File: src/wbarb_params.svh
// Constants for the writeback arbiter and issue timing block.
// Assumes inclusion by the package and the design files only.
`ifndef WBARB_PARAMS_SVH
`define WBARB_PARAMS_SVH
`define WBA_NUM_SRC       5
`define WBA_REGS          32
`define WBA_LINK_REG      5'h01
`define WBA_LD_LATENCY    3
`define WBA_IU_CLKS       3'h1
`define WBA_BR_TAKEN      3'h2
`define WBA_TRAP_TAKEN    3'h3
`define WBA_RTE_CLKS      3'h3
`define WBA_ADD_SGL       7'h05
`define WBA_ADD_DBL       7'h06
`define WBA_DIV_SGL_ITER  7'h19
`define WBA_DIV_DBL_ITER  7'h36
`define WBA_DIV_INT_ITER  7'h21
`define WBA_MUL_SGL       7'h06
`define WBA_MUL_ONE_DBL   7'h07
`define WBA_MUL_TWO_DBL   7'h09
`define WBA_MUL_INT       7'h04
`define WBA_SRC_IU        0
`define WBA_SRC_IMUL      1
`define WBA_SRC_FMUL      2
`define WBA_SRC_FADD      3
`define WBA_SRC_LD        4
`endif

File: src/wbarb_pkg.sv
// Types shared by the writeback arbiter and its holding latch.
// Assumes wbarb_params.svh is on the include path.
`include "wbarb_params.svh"
package wbarb_pkg;
   // One writeback request: destination and value
   typedef struct packed {
      logic        valid;
      logic [4:0]  dest;
      logic [31:0] data;
   } wba_wb_s;
   // Issue description from decode
   typedef struct packed {
      logic        valid;
      logic [3:0]  op;
      logic        use_rs1;
      logic        use_rs2;
      logic        use_rd;
      logic [4:0]  rs1;
      logic [4:0]  rs2;
      logic [4:0]  rd;
      logic        taken;
      logic        s1_dbl;
      logic        s2_dbl;
      logic        dbl_use;
   } wba_issue_s;
   typedef enum logic [3:0] {
      WBA_OP_IU, WBA_OP_FF1, WBA_OP_RDCR, WBA_OP_WRCR, WBA_OP_XCR, WBA_OP_BCOND,
      WBA_OP_JMP, WBA_OP_CALL, WBA_OP_TRAP, WBA_OP_RTE, WBA_OP_FADD, WBA_OP_FDIV,
      WBA_OP_IDIV, WBA_OP_FMUL, WBA_OP_IMUL, WBA_OP_DELAYED
   } wba_op_e;
   typedef enum logic [1:0] {WBA_LD_IDLE, WBA_LD_ONE, WBA_LD_TWO} wba_ld_e;
endpackage

File: src/wbarb_top.sv
// Writeback slot arbiter, scoreboard, feed forward and issue timing.
// Assumes one processor clock; memory replies are synchronous to it.
//
// Functional notes
// - Priority IU, int multiply, fmul, add pipe, loads.
// - Only top requester gets the slot.
// - Refused FPU unit repeats final stage.
// - Loads park in primary then secondary latch.
// - No new data access when latches stuck.
// - Refused unit stalls its pipeline.
// - Destination reserved until written back.
// - Forward result bus to waiting source.
// - Wait replies hold next address phase.
// - Register hold repeats next address phase.
// - Integer ops one clock, listed checks.
// - Branch timing two taken, one otherwise.
// - Trap taken three, not taken one.
// - Calls check and reserve register one.
// - Add pipe five or six, plus divides.
// - Multiply six, seven, nine; integer four.
// - Double result extra final clock sometimes.
// - Load writes back after three clocks.
`timescale 1ns/100ps
`include "wbarb_params.svh"
module wbarb_top (
   input  wire logic                   clock,
   input  wire logic                   nrst,
   input  wire wbarb_pkg::wba_issue_s  issue,
   input  wire wbarb_pkg::wba_wb_s     iu_wb,
   input  wire wbarb_pkg::wba_wb_s     ld_wb,
   input  wire logic                   ld_req,
   input  wire logic                   fetch_wait,
   input  wire logic                   data_wait,
   input  wire logic [31:0]            fpu_add_res,
   input  wire logic [31:0]            fpu_mul_res,
   output logic                        issue_ack_r,
   output logic                        addr_hold_r,
   output logic                        data_start_r,
   output logic [4:0]                  grant_r,
   output wbarb_pkg::wba_wb_s          rbus_r,
   output logic [31:0]                 sb_r,
   output logic                        fwd_rs1_r,
   output logic                        fwd_rs2_r,
   output logic                        fadd_stall_r,
   output logic                        fmul_stall_r,
   output logic [2:0]                  iu_busy_r
);
   //--------------------------------------------------------------
   // Decode helpers
   //--------------------------------------------------------------
   // Register bit decode used by scoreboard check and set
   function automatic logic [31:0] reg_bit(input logic [4:0] r);
      reg_bit = 32'h1 << r;
   endfunction
   // FPU latency from op and operand widths
   function automatic logic [6:0] fpu_lat(input wbarb_pkg::wba_issue_s i);
      logic [6:0] base;
      base = (i.s1_dbl || i.s2_dbl) ? `WBA_ADD_DBL : `WBA_ADD_SGL;
      fpu_lat = base;
      unique case (i.op)
         wbarb_pkg::WBA_OP_FDIV: fpu_lat = base +
            (i.rd[0] ? `WBA_DIV_DBL_ITER : `WBA_DIV_SGL_ITER);
         wbarb_pkg::WBA_OP_IDIV: fpu_lat = `WBA_ADD_SGL + `WBA_DIV_INT_ITER;
         wbarb_pkg::WBA_OP_FMUL: fpu_lat = (i.s1_dbl && i.s2_dbl) ? `WBA_MUL_TWO_DBL :
            ((i.s1_dbl || i.s2_dbl) ? `WBA_MUL_ONE_DBL : `WBA_MUL_SGL);
         wbarb_pkg::WBA_OP_IMUL: fpu_lat = `WBA_MUL_INT;
         default: fpu_lat = base;
      endcase
      if (i.dbl_use) begin
         fpu_lat = fpu_lat + 7'h01;
      end
   endfunction
   //--------------------------------------------------------------
   // FPU unit countdowns and final stage hold
   //--------------------------------------------------------------
   logic [6:0] add_cnt_r, mul_cnt_r;
   logic [4:0] add_rd_r, mul_rd_r;
   logic       mul_int_r;
   logic [4:0] req;
   logic [4:0] gnt;
   logic       add_done, mul_done, issue_go;
   wbarb_pkg::wba_wb_s lat_head;
   logic       lat_full;
   assign add_done = add_cnt_r == 7'h01;
   assign mul_done = mul_cnt_r == 7'h01;
   // Requests indexed by rank, zero highest
   always_comb begin
      req = '0;
      req[`WBA_SRC_IU]   = iu_wb.valid;
      req[`WBA_SRC_IMUL] = mul_done && mul_int_r;
      req[`WBA_SRC_FMUL] = mul_done && !mul_int_r;
      req[`WBA_SRC_FADD] = add_done;
      req[`WBA_SRC_LD]   = lat_head.valid;
   end
   // Fixed priority pick: lowest index wins, one grant per clock
   always_comb begin
      gnt = '0;
      for (int k = `WBA_NUM_SRC - 1; k >= 0; k--) begin
         if (req[k]) begin
            gnt = 5'h00;
            gnt[k] = 1'b1;
         end
      end
   end
   // Countdown stops at one: the final stage repeats until granted
   always_ff @(posedge clock or negedge nrst) begin
      if (!nrst) begin
         add_cnt_r <= 7'h00;
         add_rd_r  <= 5'h00;
      end else if (add_done && !gnt[`WBA_SRC_FADD]) begin
         add_cnt_r <= add_cnt_r;
      end else if (issue_go && (issue.op == wbarb_pkg::WBA_OP_FADD ||
                   issue.op == wbarb_pkg::WBA_OP_FDIV ||
                   issue.op == wbarb_pkg::WBA_OP_IDIV)) begin
         add_cnt_r <= fpu_lat(issue);
         add_rd_r  <= issue.rd;
      end else if (add_cnt_r != 7'h00) begin
         add_cnt_r <= add_cnt_r - 7'h01;
      end
   end
   always_ff @(posedge clock or negedge nrst) begin
      if (!nrst) begin
         mul_cnt_r <= 7'h00;
         mul_rd_r  <= 5'h00;
         mul_int_r <= 1'b0;
      end else if (mul_done && !(gnt[`WBA_SRC_FMUL] || gnt[`WBA_SRC_IMUL])) begin
         mul_cnt_r <= mul_cnt_r;
      end else if (issue_go && (issue.op == wbarb_pkg::WBA_OP_FMUL ||
                   issue.op == wbarb_pkg::WBA_OP_IMUL)) begin
         mul_cnt_r <= fpu_lat(issue);
         mul_rd_r  <= issue.rd;
         mul_int_r <= issue.op == wbarb_pkg::WBA_OP_IMUL;
      end else if (mul_cnt_r != 7'h00) begin
         mul_cnt_r <= mul_cnt_r - 7'h01;
      end
   end
   //--------------------------------------------------------------
   // Load path: pipeline delay then holding latches
   //--------------------------------------------------------------
   wbarb_pkg::wba_wb_s ld_pipe_r [`WBA_LD_LATENCY-1];
   wbarb_pkg::wba_ld_e ld_st_r;
   // Two stages here plus the latch make the three clock latency
   always_ff @(posedge clock or negedge nrst) begin
      if (!nrst) begin
         ld_pipe_r[0] <= '0;
         ld_pipe_r[1] <= '0;
      end else begin
         ld_pipe_r[0] <= ld_wb;
         ld_pipe_r[1] <= ld_pipe_r[0];
      end
   end
   wbarb_latch u_latch (
      .clock  (clock),
      .nrst   (nrst),
      .in_wb  (ld_pipe_r[1]),
      .pop    (gnt[`WBA_SRC_LD]),
      .head_r (lat_head),
      .full_r (lat_full)
   );
   // Outstanding access tracker for the latch overflow guard
   always_ff @(posedge clock or negedge nrst) begin
      if (!nrst) begin
         ld_st_r <= wbarb_pkg::WBA_LD_IDLE;
      end else begin
         unique case (ld_st_r)
            wbarb_pkg::WBA_LD_IDLE:
               ld_st_r <= lat_head.valid ? wbarb_pkg::WBA_LD_ONE : wbarb_pkg::WBA_LD_IDLE;
            wbarb_pkg::WBA_LD_ONE:
               ld_st_r <= !lat_head.valid ? wbarb_pkg::WBA_LD_IDLE :
                          (lat_full ? wbarb_pkg::WBA_LD_TWO : wbarb_pkg::WBA_LD_ONE);
            wbarb_pkg::WBA_LD_TWO:
               ld_st_r <= lat_full ? wbarb_pkg::WBA_LD_TWO : wbarb_pkg::WBA_LD_ONE;
         endcase
      end
   end
   // Data starts blocked while both latches are tied up
   always_ff @(posedge clock or negedge nrst) begin
      if (!nrst) begin
         data_start_r <= 1'b0;
      end else begin
         data_start_r <= ld_req && !data_wait && !lat_full &&
                         ld_st_r != wbarb_pkg::WBA_LD_TWO;
      end
   end
   //--------------------------------------------------------------
   // Result bus and scoreboard
   //--------------------------------------------------------------
   wbarb_pkg::wba_wb_s rbus_nxt;
   logic [31:0] chk, set_bits;
   // Only one source reaches the bus each clock
   always_comb begin
      rbus_nxt = '0;
      unique case (1'b1)
         gnt[`WBA_SRC_IU]:   rbus_nxt = iu_wb;
         gnt[`WBA_SRC_IMUL], gnt[`WBA_SRC_FMUL]: rbus_nxt = '{1'b1, mul_rd_r, fpu_mul_res};
         gnt[`WBA_SRC_FADD]: rbus_nxt = '{1'b1, add_rd_r, fpu_add_res};
         gnt[`WBA_SRC_LD]:   rbus_nxt = lat_head;
         default:            rbus_nxt = '0;
      endcase
   end
   always_ff @(posedge clock or negedge nrst) begin
      if (!nrst) begin
         rbus_r  <= '0;
         grant_r <= 5'h00;
      end else begin
         rbus_r  <= rbus_nxt;
         grant_r <= gnt;
      end
   end
   // Checked registers; calls use register one as destination
   always_comb begin
      chk = '0;
      if (issue.use_rs1 && issue.op != wbarb_pkg::WBA_OP_RDCR)
         chk = chk | reg_bit(issue.rs1);
      if (issue.use_rs2 && !(issue.op inside {wbarb_pkg::WBA_OP_FF1, wbarb_pkg::WBA_OP_RDCR,
          wbarb_pkg::WBA_OP_WRCR, wbarb_pkg::WBA_OP_XCR, wbarb_pkg::WBA_OP_BCOND,
          wbarb_pkg::WBA_OP_TRAP}))
         chk = chk | reg_bit(issue.rs2);
      if (issue.use_rd && issue.op != wbarb_pkg::WBA_OP_WRCR)
         chk = chk | reg_bit(issue.rd);
      if (issue.op == wbarb_pkg::WBA_OP_CALL) chk = chk | reg_bit(`WBA_LINK_REG);
      if (rbus_nxt.valid) chk = chk & ~reg_bit(rbus_nxt.dest);
   end
   assign issue_go = issue.valid && ((chk & sb_r) == 32'h0) && iu_busy_r == 3'h0;
   always_comb begin
      set_bits = '0;
      if (issue_go) begin
         if (issue.op == wbarb_pkg::WBA_OP_CALL) set_bits = reg_bit(`WBA_LINK_REG);
         else if (issue.use_rd && issue.op != wbarb_pkg::WBA_OP_WRCR)
            set_bits = reg_bit(issue.rd);
      end
   end
   // Set wins over a clear of the same register
   always_ff @(posedge clock or negedge nrst) begin
      if (!nrst) begin
         sb_r <= 32'h0;
      end else begin
         sb_r <= (sb_r & ~(rbus_nxt.valid ? reg_bit(rbus_nxt.dest) : 32'h0))
                 | set_bits;
      end
   end
   // Forward selects when the writeback register is a source
   always_ff @(posedge clock or negedge nrst) begin
      if (!nrst) begin
         fwd_rs1_r <= 1'b0;
         fwd_rs2_r <= 1'b0;
      end else begin
         fwd_rs1_r <= issue_go && rbus_nxt.valid && issue.use_rs1 &&
                      issue.rs1 == rbus_nxt.dest;
         fwd_rs2_r <= issue_go && rbus_nxt.valid && issue.use_rs2 &&
                      issue.rs2 == rbus_nxt.dest;
      end
   end
   //--------------------------------------------------------------
   // Issue timing, stalls and address phase hold
   //--------------------------------------------------------------
   logic [2:0] clks;
   // Cycle cost of instruction unit operations
   always_comb begin
      clks = `WBA_IU_CLKS;
      unique case (issue.op)
         wbarb_pkg::WBA_OP_BCOND: clks = issue.taken ? `WBA_BR_TAKEN : `WBA_IU_CLKS;
         wbarb_pkg::WBA_OP_JMP, wbarb_pkg::WBA_OP_CALL: clks = `WBA_BR_TAKEN;
         wbarb_pkg::WBA_OP_TRAP: clks = issue.taken ? `WBA_TRAP_TAKEN : `WBA_IU_CLKS;
         wbarb_pkg::WBA_OP_RTE: clks = `WBA_RTE_CLKS;
         default: clks = `WBA_IU_CLKS;
      endcase
   end
   always_ff @(posedge clock or negedge nrst) begin
      if (!nrst) begin
         iu_busy_r <= 3'h0;
      end else if (iu_busy_r != 3'h0) begin
         iu_busy_r <= iu_busy_r - 3'h1;
      end else if (issue_go) begin
         iu_busy_r <= clks - 3'h1;
      end
   end
   // Refused units stall until written back
   always_ff @(posedge clock or negedge nrst) begin
      if (!nrst) begin
         fadd_stall_r <= 1'b0;
         fmul_stall_r <= 1'b0;
      end else begin
         fadd_stall_r <= req[`WBA_SRC_FADD] && !gnt[`WBA_SRC_FADD];
         fmul_stall_r <= (req[`WBA_SRC_FMUL] || req[`WBA_SRC_IMUL]) &&
                         !(gnt[`WBA_SRC_FMUL] || gnt[`WBA_SRC_IMUL]);
      end
   end
   // Waits can repeat for any length; hold simply persists
   always_ff @(posedge clock or negedge nrst) begin
      if (!nrst) begin
         addr_hold_r <= 1'b0;
         issue_ack_r <= 1'b0;
      end else begin
         addr_hold_r <= fetch_wait || data_wait ||
                        (issue.valid && !issue_go);
         issue_ack_r <= issue_go;
      end
   end
   //--------------------------------------------------------------
   // Assertions
   //--------------------------------------------------------------
   property p_onehot;
      @(posedge clock) disable iff (!nrst) $onehot0(grant_r);
   endproperty
   a_onehot: assert property (p_onehot) else $error("two grants");
   property p_iu_first;
      @(posedge clock) disable iff (!nrst) iu_wb.valid |=> grant_r[`WBA_SRC_IU];
   endproperty
   a_iu_first: assert property (p_iu_first) else $error("iu not first");
   property p_ld_last;
      @(posedge clock) disable iff (!nrst)
         (req[`WBA_SRC_LD] && req[`WBA_SRC_FADD]) |=> !grant_r[`WBA_SRC_LD];
   endproperty
   a_ld_last: assert property (p_ld_last) else $error("load beat fpu");
   property p_fpu_hold;
      @(posedge clock) disable iff (!nrst)
         (add_done && !gnt[`WBA_SRC_FADD]) |=> add_done;
   endproperty
   a_fpu_hold: assert property (p_fpu_hold) else $error("fpu lost");
   property p_stall;
      @(posedge clock) disable iff (!nrst)
         (add_done && !gnt[`WBA_SRC_FADD]) |=> fadd_stall_r;
   endproperty
   a_stall: assert property (p_stall) else $error("no stall");
   property p_no_start;
      @(posedge clock) disable iff (!nrst) lat_full |=> !data_start_r;
   endproperty
   a_no_start: assert property (p_no_start) else $error("overflow risk");
   property p_wait_hold;
      @(posedge clock) disable iff (!nrst) fetch_wait |=> addr_hold_r;
   endproperty
   a_wait_hold: assert property (p_wait_hold) else $error("no hold");
   property p_sb_set;
      @(posedge clock) disable iff (!nrst)
         (issue_go && issue.op == wbarb_pkg::WBA_OP_CALL) |=> sb_r[`WBA_LINK_REG];
   endproperty
   a_sb_set: assert property (p_sb_set) else $error("link not reserved");
   property p_branch;
      @(posedge clock) disable iff (!nrst)
         (issue_go && issue.op == wbarb_pkg::WBA_OP_BCOND && issue.taken)
         |=> iu_busy_r == 3'h1;
   endproperty
   a_branch: assert property (p_branch) else $error("branch cost");
   property p_ld_lat;
      @(posedge clock) disable iff (!nrst)
         (ld_wb.valid && !lat_head.valid) |-> ##3 lat_head.valid;
   endproperty
   a_ld_lat: assert property (p_ld_lat) else $error("load latency");
   c_fwd:   cover property (@(posedge clock) fwd_rs1_r);
   c_full:  cover property (@(posedge clock) lat_full);
   c_fstal: cover property (@(posedge clock) fadd_stall_r ##1 grant_r[`WBA_SRC_FADD]);
endmodule

File: src/wbarb_latch.sv
// Two-entry load holding latch: primary and secondary writeback latch.
// Assumes the producer never overfills it.
`timescale 1ns/100ps
`include "wbarb_params.svh"
module wbarb_latch (
   input  wire logic              clock,
   input  wire logic              nrst,
   input  wire wbarb_pkg::wba_wb_s in_wb,
   input  wire logic              pop,
   output wbarb_pkg::wba_wb_s     head_r,
   output logic                   full_r
);
   wbarb_pkg::wba_wb_s second_r;
   // Secondary shifts forward when primary frees
   always_ff @(posedge clock or negedge nrst) begin
      if (!nrst) begin
         head_r   <= '0;
         second_r <= '0;
      end else begin
         if (!head_r.valid || pop) begin
            if (second_r.valid) begin
               head_r   <= second_r;
               second_r <= in_wb;
            end else begin
               head_r   <= in_wb;
               second_r <= '0;
            end
         end else if (in_wb.valid) begin
            second_r <= in_wb;
         end
      end
   end
   always_ff @(posedge clock or negedge nrst) begin
      if (!nrst) begin
         full_r <= 1'b0;
      end else begin
         full_r <= head_r.valid && second_r.valid && !pop;
      end
   end
endmodule

File: config.mk
export PLATFORM = sky130hd
export DESIGN_NAME = wbarb_top
export DESIGN_NICKNAME = d
export VERILOG_FILES = /design/src/wbarb_pkg.sv /design/src/wbarb_top.sv /design/src/wbarb_latch.sv
export VERILOG_INCLUDE_DIRS = /design/src
export SDC_FILE = /design/constraint.sdc
export NUM_CORES = 1
export LEC_CHECK = 0
export BUFFER_PORTS_ARGS = -buffer_cell sky130_fd_sc_hd__buf_4
export CAP_MARGIN = 10
export CORE_ASPECT_RATIO = 2
export CORE_UTILIZATION = 40
export DETAILED_ROUTE_END_ITERATION = 10
export PLACE_DENSITY_LB_ADDON = 0.1
export SYNTH_ARGS = -nofsm -noshare
export SYNTH_HDL_FRONTEND = slang
export SYNTH_HIERARCHICAL = 1
export SYNTH_SLANG_ARGS = --single-unit
export TNS_END_PERCENT = 30
File: constraint.sdc
create_clock -name clock -period 4.59 [get_ports clock]
set_clock_uncertainty 0.1 [all_clocks]
set_input_delay 0.2295 -clock clock [delete_from_list [all_inputs] [get_ports clock]]
set_output_delay 0.2295 -clock clock [all_outputs]
set_load 0.01 [all_outputs]
==> results.sh, run 1 <==
export IMPL_dr_total_vias=11000
export IMPL_tightest_slew_ns=1.23
export IMPL_multi_input_area_mm2=0.00606
export IMPL_synthTopCellsByArea="dfrtp_1 (50%), mux2_4 (8.2%), mux2i_1 (5.8%)"
export IMPL_crit_required_ns=4.97
export IMPL_ff_latch_area_mm2=0.00664
export IMPL_rows=93
export IMPL_start_util_pct=40.7
export IMPL_rr_endpoint="mul_int_r"
export IMPL_synth_seq_cells=265
export IMPL_setup_worst_path_start="add_cnt_r[2]"
export IMPL_drt_first_iter_violations=886
export IMPL_synth_top_area_share_pct=50.3
export IMPL_power_frac_seq_pct=38.3
export IMPL_wirelength_um=46200
export IMPL_postCtsSetupBuffers=0
export IMPL_cp_start_kind="flop"
export IMPL_yosys_warnings=6
export IMPL_cts_buffer_depth=3
export IMPL_drc=0
export IMPL_total_leakage_power_nw=8.30
export IMPL_drive_gt1_share_pct=31.7
export IMPL_endpoint_kind="flop"
export IMPL_cts_tree="yes"
export IMPL_cts_clk_slew_worst_paths_ns=0.07
export IMPL_dp_slack_ns=0.189
export IMPL_ys_types=81
export IMPL_wl_per_cell_um=23.3
export IMPL_n_fill_cell=2887
export IMPL_min_period_ns=4.46
export IMPL_switching_share_pct=33.5
export IMPL_dieArea_mm2=0.0337
export IMPL_ant_nets=0
export IMPL_clock_latency_ns=0.55
export IMPL_fin_nets=1717
export IMPL_power_mw=9.30
export IMPL_dr_pass1_iters=5
export IMPL_worst_slack_ns=0.132
export IMPL_stdcell_count=1979
export IMPL_netSwitchingPower_mw=3.12
export IMPL_rsz0062_at_grt="true"
export IMPL_synth_flop_cell="dfrtp_1"
export IMPL_comb_power_share_pct=36.9
export IMPL_max_slew_margin_pct=18.0
export IMPL_status="finished, final reports clean"
export IMPL_syn_area_mm2=0.0132
export IMPL_area_growth_pct=35.7
export IMPL_r2r_setup_slack_ns=0.13
export IMPL_rr_startpoint="add_cnt_r[2]"
export IMPL_worstRegToRegCells=13
export IMPL_irDropWorstVdd_mv=0.337
export IMPL_avgSynthCellArea_um2=11.5
export IMPL_crit_path_max_fanout=8
export IMPL_antenna_found_initial=2
export IMPL_ys_seq_area_share_pct=50.3
export IMPL_gp_congestion=0.979
export IMPL_worstSetupEndpoint="mul_int_r"
export IMPL_io_pins=257
export IMPL_syn_inst=1146
export IMPL_clkPwrFrac_pct=24.8
export IMPL_grt_overflow=0
export IMPL_cp_data_arrival_time_ns=4.84
export IMPL_hold_viol_final=0
export IMPL_finalSetupViolCount=0
export IMPL_dp_hpwl_um=32900
export IMPL_synth_edf_count=0
export IMPL_die_y_um=259
export IMPL_synthesis_nets=1333
export IMPL_synthArstFlopShare_pct=100
export IMPL_grt_pass1_vias=11500
export IMPL_timing_final_crit_share_pct=97.1
export IMPL_synth_top_area_cell="dfrtp_1"
export IMPL_cts_root_buf="clkbuf_16"
export IMPL_critical_path_class="reg -> reg"
export IMPL_routed_via_density=5.55
export IMPL_grtUsageTotal_pct=27.7
export IMPL_core_area_mm2=0.0323
export IMPL_cts_htree_levels=1
export IMPL_maxSlewViolCount=0
export IMPL_clock_sinks=265
export IMPL_grt_start_max_net_pins=107
export IMPL_numCtsBuffers=26
export IMPL_cap_violations=0
export IMPL_hold_path_class="in -> reg"
export IMPL_grt_pass1_wl_um=68700
export IMPL_holdWs_ns=0.0293
export IMPL_intPower_mw=6.18
export IMPL_die_w_um=130
export IMPL_portBuffers=256
export IMPL_powerDensity_mw_per_mm2=520
export IMPL_postPlaceCellArea_mm2=0.0157
export IMPL_stdcell_area_mm2=0.0179
export IMPL_place_inst=1807
export IMPL_fmax_ghz=0.224
-- kinds of logic after synthesis --
kind of cell,Yosys count,synth area share (%)
compound gates,279,15.8
xor+xnor,26,1.73
fa+ha+maj,15,1.42
buf+inv,103,4.11
flops,265,50.3
mux,160,15.0
simple gates,298,11.7
-- layer usage --
layer | routed length (µm) | track usage, %
met1 | 16500 | 30.0
met2 | 24700 | 50.2
met3 | 2460 | 4.40
met4 | 2580 | 16.0
met5 | 0 | 0
-- layout by cell type (no fill, tap or decap), types with 19 or more instances in the layout --
cell	synthesis	final
mux2_4	72	72
nor2_1	45	43
a22oi_1	66	66
nand2_1	110	110
buf_4	10	305
inv_1	24	24
mux2i_1	76	76
a21oi_1	19	19
nand3_1	26	26
dlygate4sd3_1	0	122
clkbuf_16	0	26
dfrtp_1	265	263
o21ai_0	53	53
-- power by group through the flow --
stage	Clock [mW]	Combinational [mW]	Sequential, mW
CTS	2.37	3.42	3.56
finish	2.31	3.43	3.56
detailed placement	0	3.21	3.60
global placement	0	3.15	3.58
floorplan	0	2.15	3.44
global route	2.47	3.69	3.64
-- worst min path at each step --
stage                         start       endpoint  slack, ns  cells past startpoint
detailed placement    ld_pipe_r[51]  ld_pipe_r[13]       0.23                      0
global placement               nrst       sb_r[24]       0.23                      1
CTS                 fpu_add_res[17]     rbus_r[17]      0.008                      3
finish               fpu_add_res[5]      rbus_r[5]       0.03                      3
global route        fpu_add_res[17]     rbus_r[17]       0.03                      3
floorplan                      nrst   add_cnt_r[0]      -0.17                      0
-- critical path, stage by stage, from the launching register on --
cell and delay [ns]:
dfrtp_1 0.45, or4_4 0.60, a211oi_4 0.32, buf_4 0.19, a31oi_1 0.12, a211o_2 0.45
or4_1 0.46, a32oi_1 0.21, nand4_1 0.30, nor4_2 0.31, nand3_2 0.13, buf_4 0.15
or4_1 0.50, nand3_1 0.09
-- repair_timing --
item | in CTS | in global routing
gates resized for setup | 0 | 6
endpoints found under the setup margin | 0 | 15
hold buffers | 122 | 0
endpoints found under the hold margin | 188 | 0
-- through the flow --
step / TNS (ns) / util (%)
after floorplan: 0 / -
after global placement: 0 / 48.5
after detailed placement: 0 / 48.5
after CTS: 0 / 55.2
after global routing: -0.0386 / 55.3
final: 0 / 55.3
-- synthesized netlist by cell type, drive strengths merged, types with 12 or more instances --
cell    number
mux2i       76
mux2        84
a21oi       21
a22oi       66
dfrtp      265
nor2b       12
buf         43
clkbuf      34
o21ai       70
ha          15
inv         26
xnor2       17
nand3       27
nand2      110
nor2        46
nor3        19
a222oi      15
and2        12
-- registers in the layout, summed over array words and instances, names as in the netlist, 2 cells and up --
register and cells:
add_cnt_r 7, add_rd_r 5, grant_r 5, iu_busy_r 3, ld_pipe_r 76, ld_st_r 2
mul_cnt_r 7, mul_rd_r 5, rbus_r 38, sb_r 32, u_latch/head_r 38, u_latch/second_r 38
-- final cells by class --
| class | instances | area share, % |
|---|---|---|
| Inverter | 26 | 0.546 |
| Tap cell | 427 | 2.99 |
| Timing Repair Buffer | 433 | 20.2 |
| Sequential cell | 265 | 37.1 |
| Antenna cell | 2 | 0.0280 |
| Clock inverter | 17 | 1.22 |
| Clock buffer | 31 | 3.97 |
| Multi-Input combinational cell | 778 | 33.9 |
Note: power is estimated with default switching activity, not from simulation.
==> run 2, diff against run 1 <==
--- a/config.mk
+++ b/config.mk
@@ -12,4 +12,5 @@
 export CORE_UTILIZATION = 40
 export DETAILED_ROUTE_END_ITERATION = 10
+export HOLD_SLACK_MARGIN = 0.1
 export PLACE_DENSITY_LB_ADDON = 0.1
 export SYNTH_ARGS = -nofsm -noshare
==> constraint.sdc (replaced) <==
create_clock -name clock -period 4.59 [get_ports clock]
set_clock_uncertainty 0.1 [all_clocks]
set_input_delay 0.918 -clock clock [delete_from_list [all_inputs] [get_ports clock]]
set_output_delay 0.918 -clock clock [all_outputs]
set_load 0.01 [all_outputs]
==> run 2 against run 1 <==
Via count down 1.6%. Cell area down 3.4%. Final cell count down 3.0%. Sequential power up 1%. Critical endpoint is now sb_r[31]. Largest cell class unchanged. Highest routed layer unchanged.
==> results.sh, run 2 (same netlist as run 1, synthesis figures left out) <==
export IMPL_status="finished, final reports clean"
export IMPL_clkPwrFrac_pct=26.4
export IMPL_powerDensity_mw_per_mm2=550
export IMPL_fin_nets=1659
export IMPL_routed_via_density=5.63
export IMPL_numCtsBuffers=26
export IMPL_stdcell_area_mm2=0.0173
export IMPL_power_mw=9.50
export IMPL_ant_nets=0
export IMPL_stdcell_count=1919
export IMPL_cts_root_buf="clkbuf_16"
export IMPL_die_w_um=130
export IMPL_core_area_mm2=0.0323
export IMPL_cts_htree_levels=1
export IMPL_netSwitchingPower_mw=3.12
export IMPL_crit_required_ns=4.96
export IMPL_cp_start_kind="flop"
export IMPL_grtUsageTotal_pct=28.8
export IMPL_grt_pass1_vias=11400
export IMPL_rr_startpoint="mul_cnt_r[1]"
export IMPL_switching_share_pct=32.9
export IMPL_dr_pass1_iters=6
export IMPL_wl_per_cell_um=24.6
export IMPL_maxSlewViolCount=0
export IMPL_clock_latency_ns=0.54
export IMPL_start_util_pct=40.7
export IMPL_grt_overflow=0
export IMPL_fmax_ghz=0.229
export IMPL_crit_path_max_fanout=13
export IMPL_die_y_um=259
export IMPL_gp_congestion=1.01
export IMPL_mostFrequentLayoutCells="buf_4 (366), dfrtp_1 (263), nand2_1 (110)"
export IMPL_rows=93
export IMPL_io_pins=257
export IMPL_area_growth_pct=31.1
export IMPL_comb_power_share_pct=35.7
export IMPL_postPlaceCellArea_mm2=0.0162
export IMPL_dieArea_mm2=0.0337
export IMPL_drc=0
export IMPL_endpoint_kind="flop"
export IMPL_r2r_setup_slack_ns=0.22
export IMPL_rsz0062_at_grt="false"
export IMPL_grt_pass1_wl_um=70400
export IMPL_max_slew_margin_pct=16.8
export IMPL_rr_endpoint="sb_r[31]"
export IMPL_worstRegToRegCells=17
export IMPL_timing_final_crit_share_pct=95.2
export IMPL_tightest_slew_ns=1.25
export IMPL_critical_path_class="reg -> reg"
export IMPL_dp_hpwl_um=35100
export IMPL_intPower_mw=6.38
export IMPL_wirelength_um=47300
export IMPL_hold_viol_final=0
export IMPL_finalSetupViolCount=0
export IMPL_min_period_ns=4.37
export IMPL_cap_violations=0
export IMPL_final_common_cell="buf_4"
export IMPL_power_frac_seq_pct=37.9
export IMPL_dr_total_vias=10800
export IMPL_drt_first_iter_violations=705
export IMPL_regMostFlops="ld_pipe_r"
export IMPL_grt_start_max_net_pins=125
export IMPL_hold_path_class="reg -> reg"
export IMPL_total_leakage_power_nw=8.14
export IMPL_min_path_cells=0
export IMPL_drive_gt1_share_pct=37.2
export IMPL_cts_clk_slew_worst_paths_ns=0.07
export IMPL_cts_tree="yes"
export IMPL_largest_reg_flops=76
export IMPL_cts_buffer_depth=3
export IMPL_place_inst=1864
export IMPL_irDropWorstVdd_mv=0.353
export IMPL_portBuffers=256
export IMPL_hold_start="ld_pipe_r[61]"
export IMPL_cp_data_arrival_time_ns=4.74
export IMPL_antenna_found_initial=1
export IMPL_clock_sinks=265
export IMPL_holdPathEnd="ld_pipe_r[23]"
-- run 2: cell count changes in the layout (fill, tap and decap cells not counted), sizes merged --
cell / delta
dlygate4sd3: -122
buf: +64
clkinv: -8
clkbuf: +4
bufinv: +3
diode: -1
-- run 2: power groups by stage --
stage	sequential, mW	combinational (mW)	clock, mW
2_1_floorplan	3.44	2.15	0
3_3_place_gp	3.62	3.28	0
3_5_place_dp	3.63	3.33	0
4_1_cts	3.60	3.34	2.57
5_1_grt	3.68	3.65	2.66
6_report	3.60	3.39	2.51
-- run 2: worst max-delay path by stage --
stage / start / to / slack [ns] / cells after the start
floorplan: iu_wb[37] / mul_rd_r[0] / 0.29 / 15
global placement: issue[24] / mul_int_r / -0.02 / 15
detailed placement: iu_wb[37] / mul_int_r / 0.04 / 16
CTS: add_cnt_r[4] / mul_rd_r[4] / 0.09 / 16
global route: mul_cnt_r[1] / sb_r[31] / 0.008 / 20
finish: mul_cnt_r[1] / sb_r[31] / 0.22 / 17
-- run 2: critical path, stage by stage, from the launching register on --
cell      delay (ns)
dfrtp_1         0.39
inv_1           0.10
ha_1            0.20
nor2b_2         0.17
buf_4           0.17
a41o_1          0.25
a31o_2          0.23
a311o_1         0.48
nand2b_1        0.27
o21ai_0         0.24
o211ai_1        0.23
nor4_4          0.46
buf_4           0.20
nand3_2         0.07
or2_1           0.26
buf_12          0.17
buf_12          0.15
o21ai_0         0.13
-- run 2: per-stage QoR --
stage                     hold WS (ns)  setup TNS [ns]  utilization [%]  setup WS (ns)
after floorplan                  0.231               0                -          0.293
after global placement           0.232         -0.0278             49.9        -0.0199
after detailed placement         0.235               0             49.9         0.0416
after CTS                        0.243               0             53.1         0.0862
after global routing             0.252               0             53.4        0.00841
final                            0.242               0             53.4          0.220
-- run 2: final cells by class --
class	count	area (µm²)
Clock inverter	12	248
Multi-Input combinational cell	778	6080
Sequential cell	265	6640
Antenna cell	1	2.50
Clock buffer	35	766
Timing Repair Buffer	375	2910
Inverter	26	101
Tap cell	427	534
Fill cell	2971	15100
-- run 2: repair_timing --
action | in CTS | in global routing
buffers inserted | 0 | 7
setup endpoints to repair | 0 | 51
hold buffers | 0 | 0
gates resized for setup | 0 | 7
-- run 2: metal layers --
metal | track usage (%) | part of all wire (%)
met5 | 0 | 0
met4 | 18.7 | 7.1
met3 | 6.42 | 6.8
met2 | 50.6 | 52
met1 | 30.2 | 34
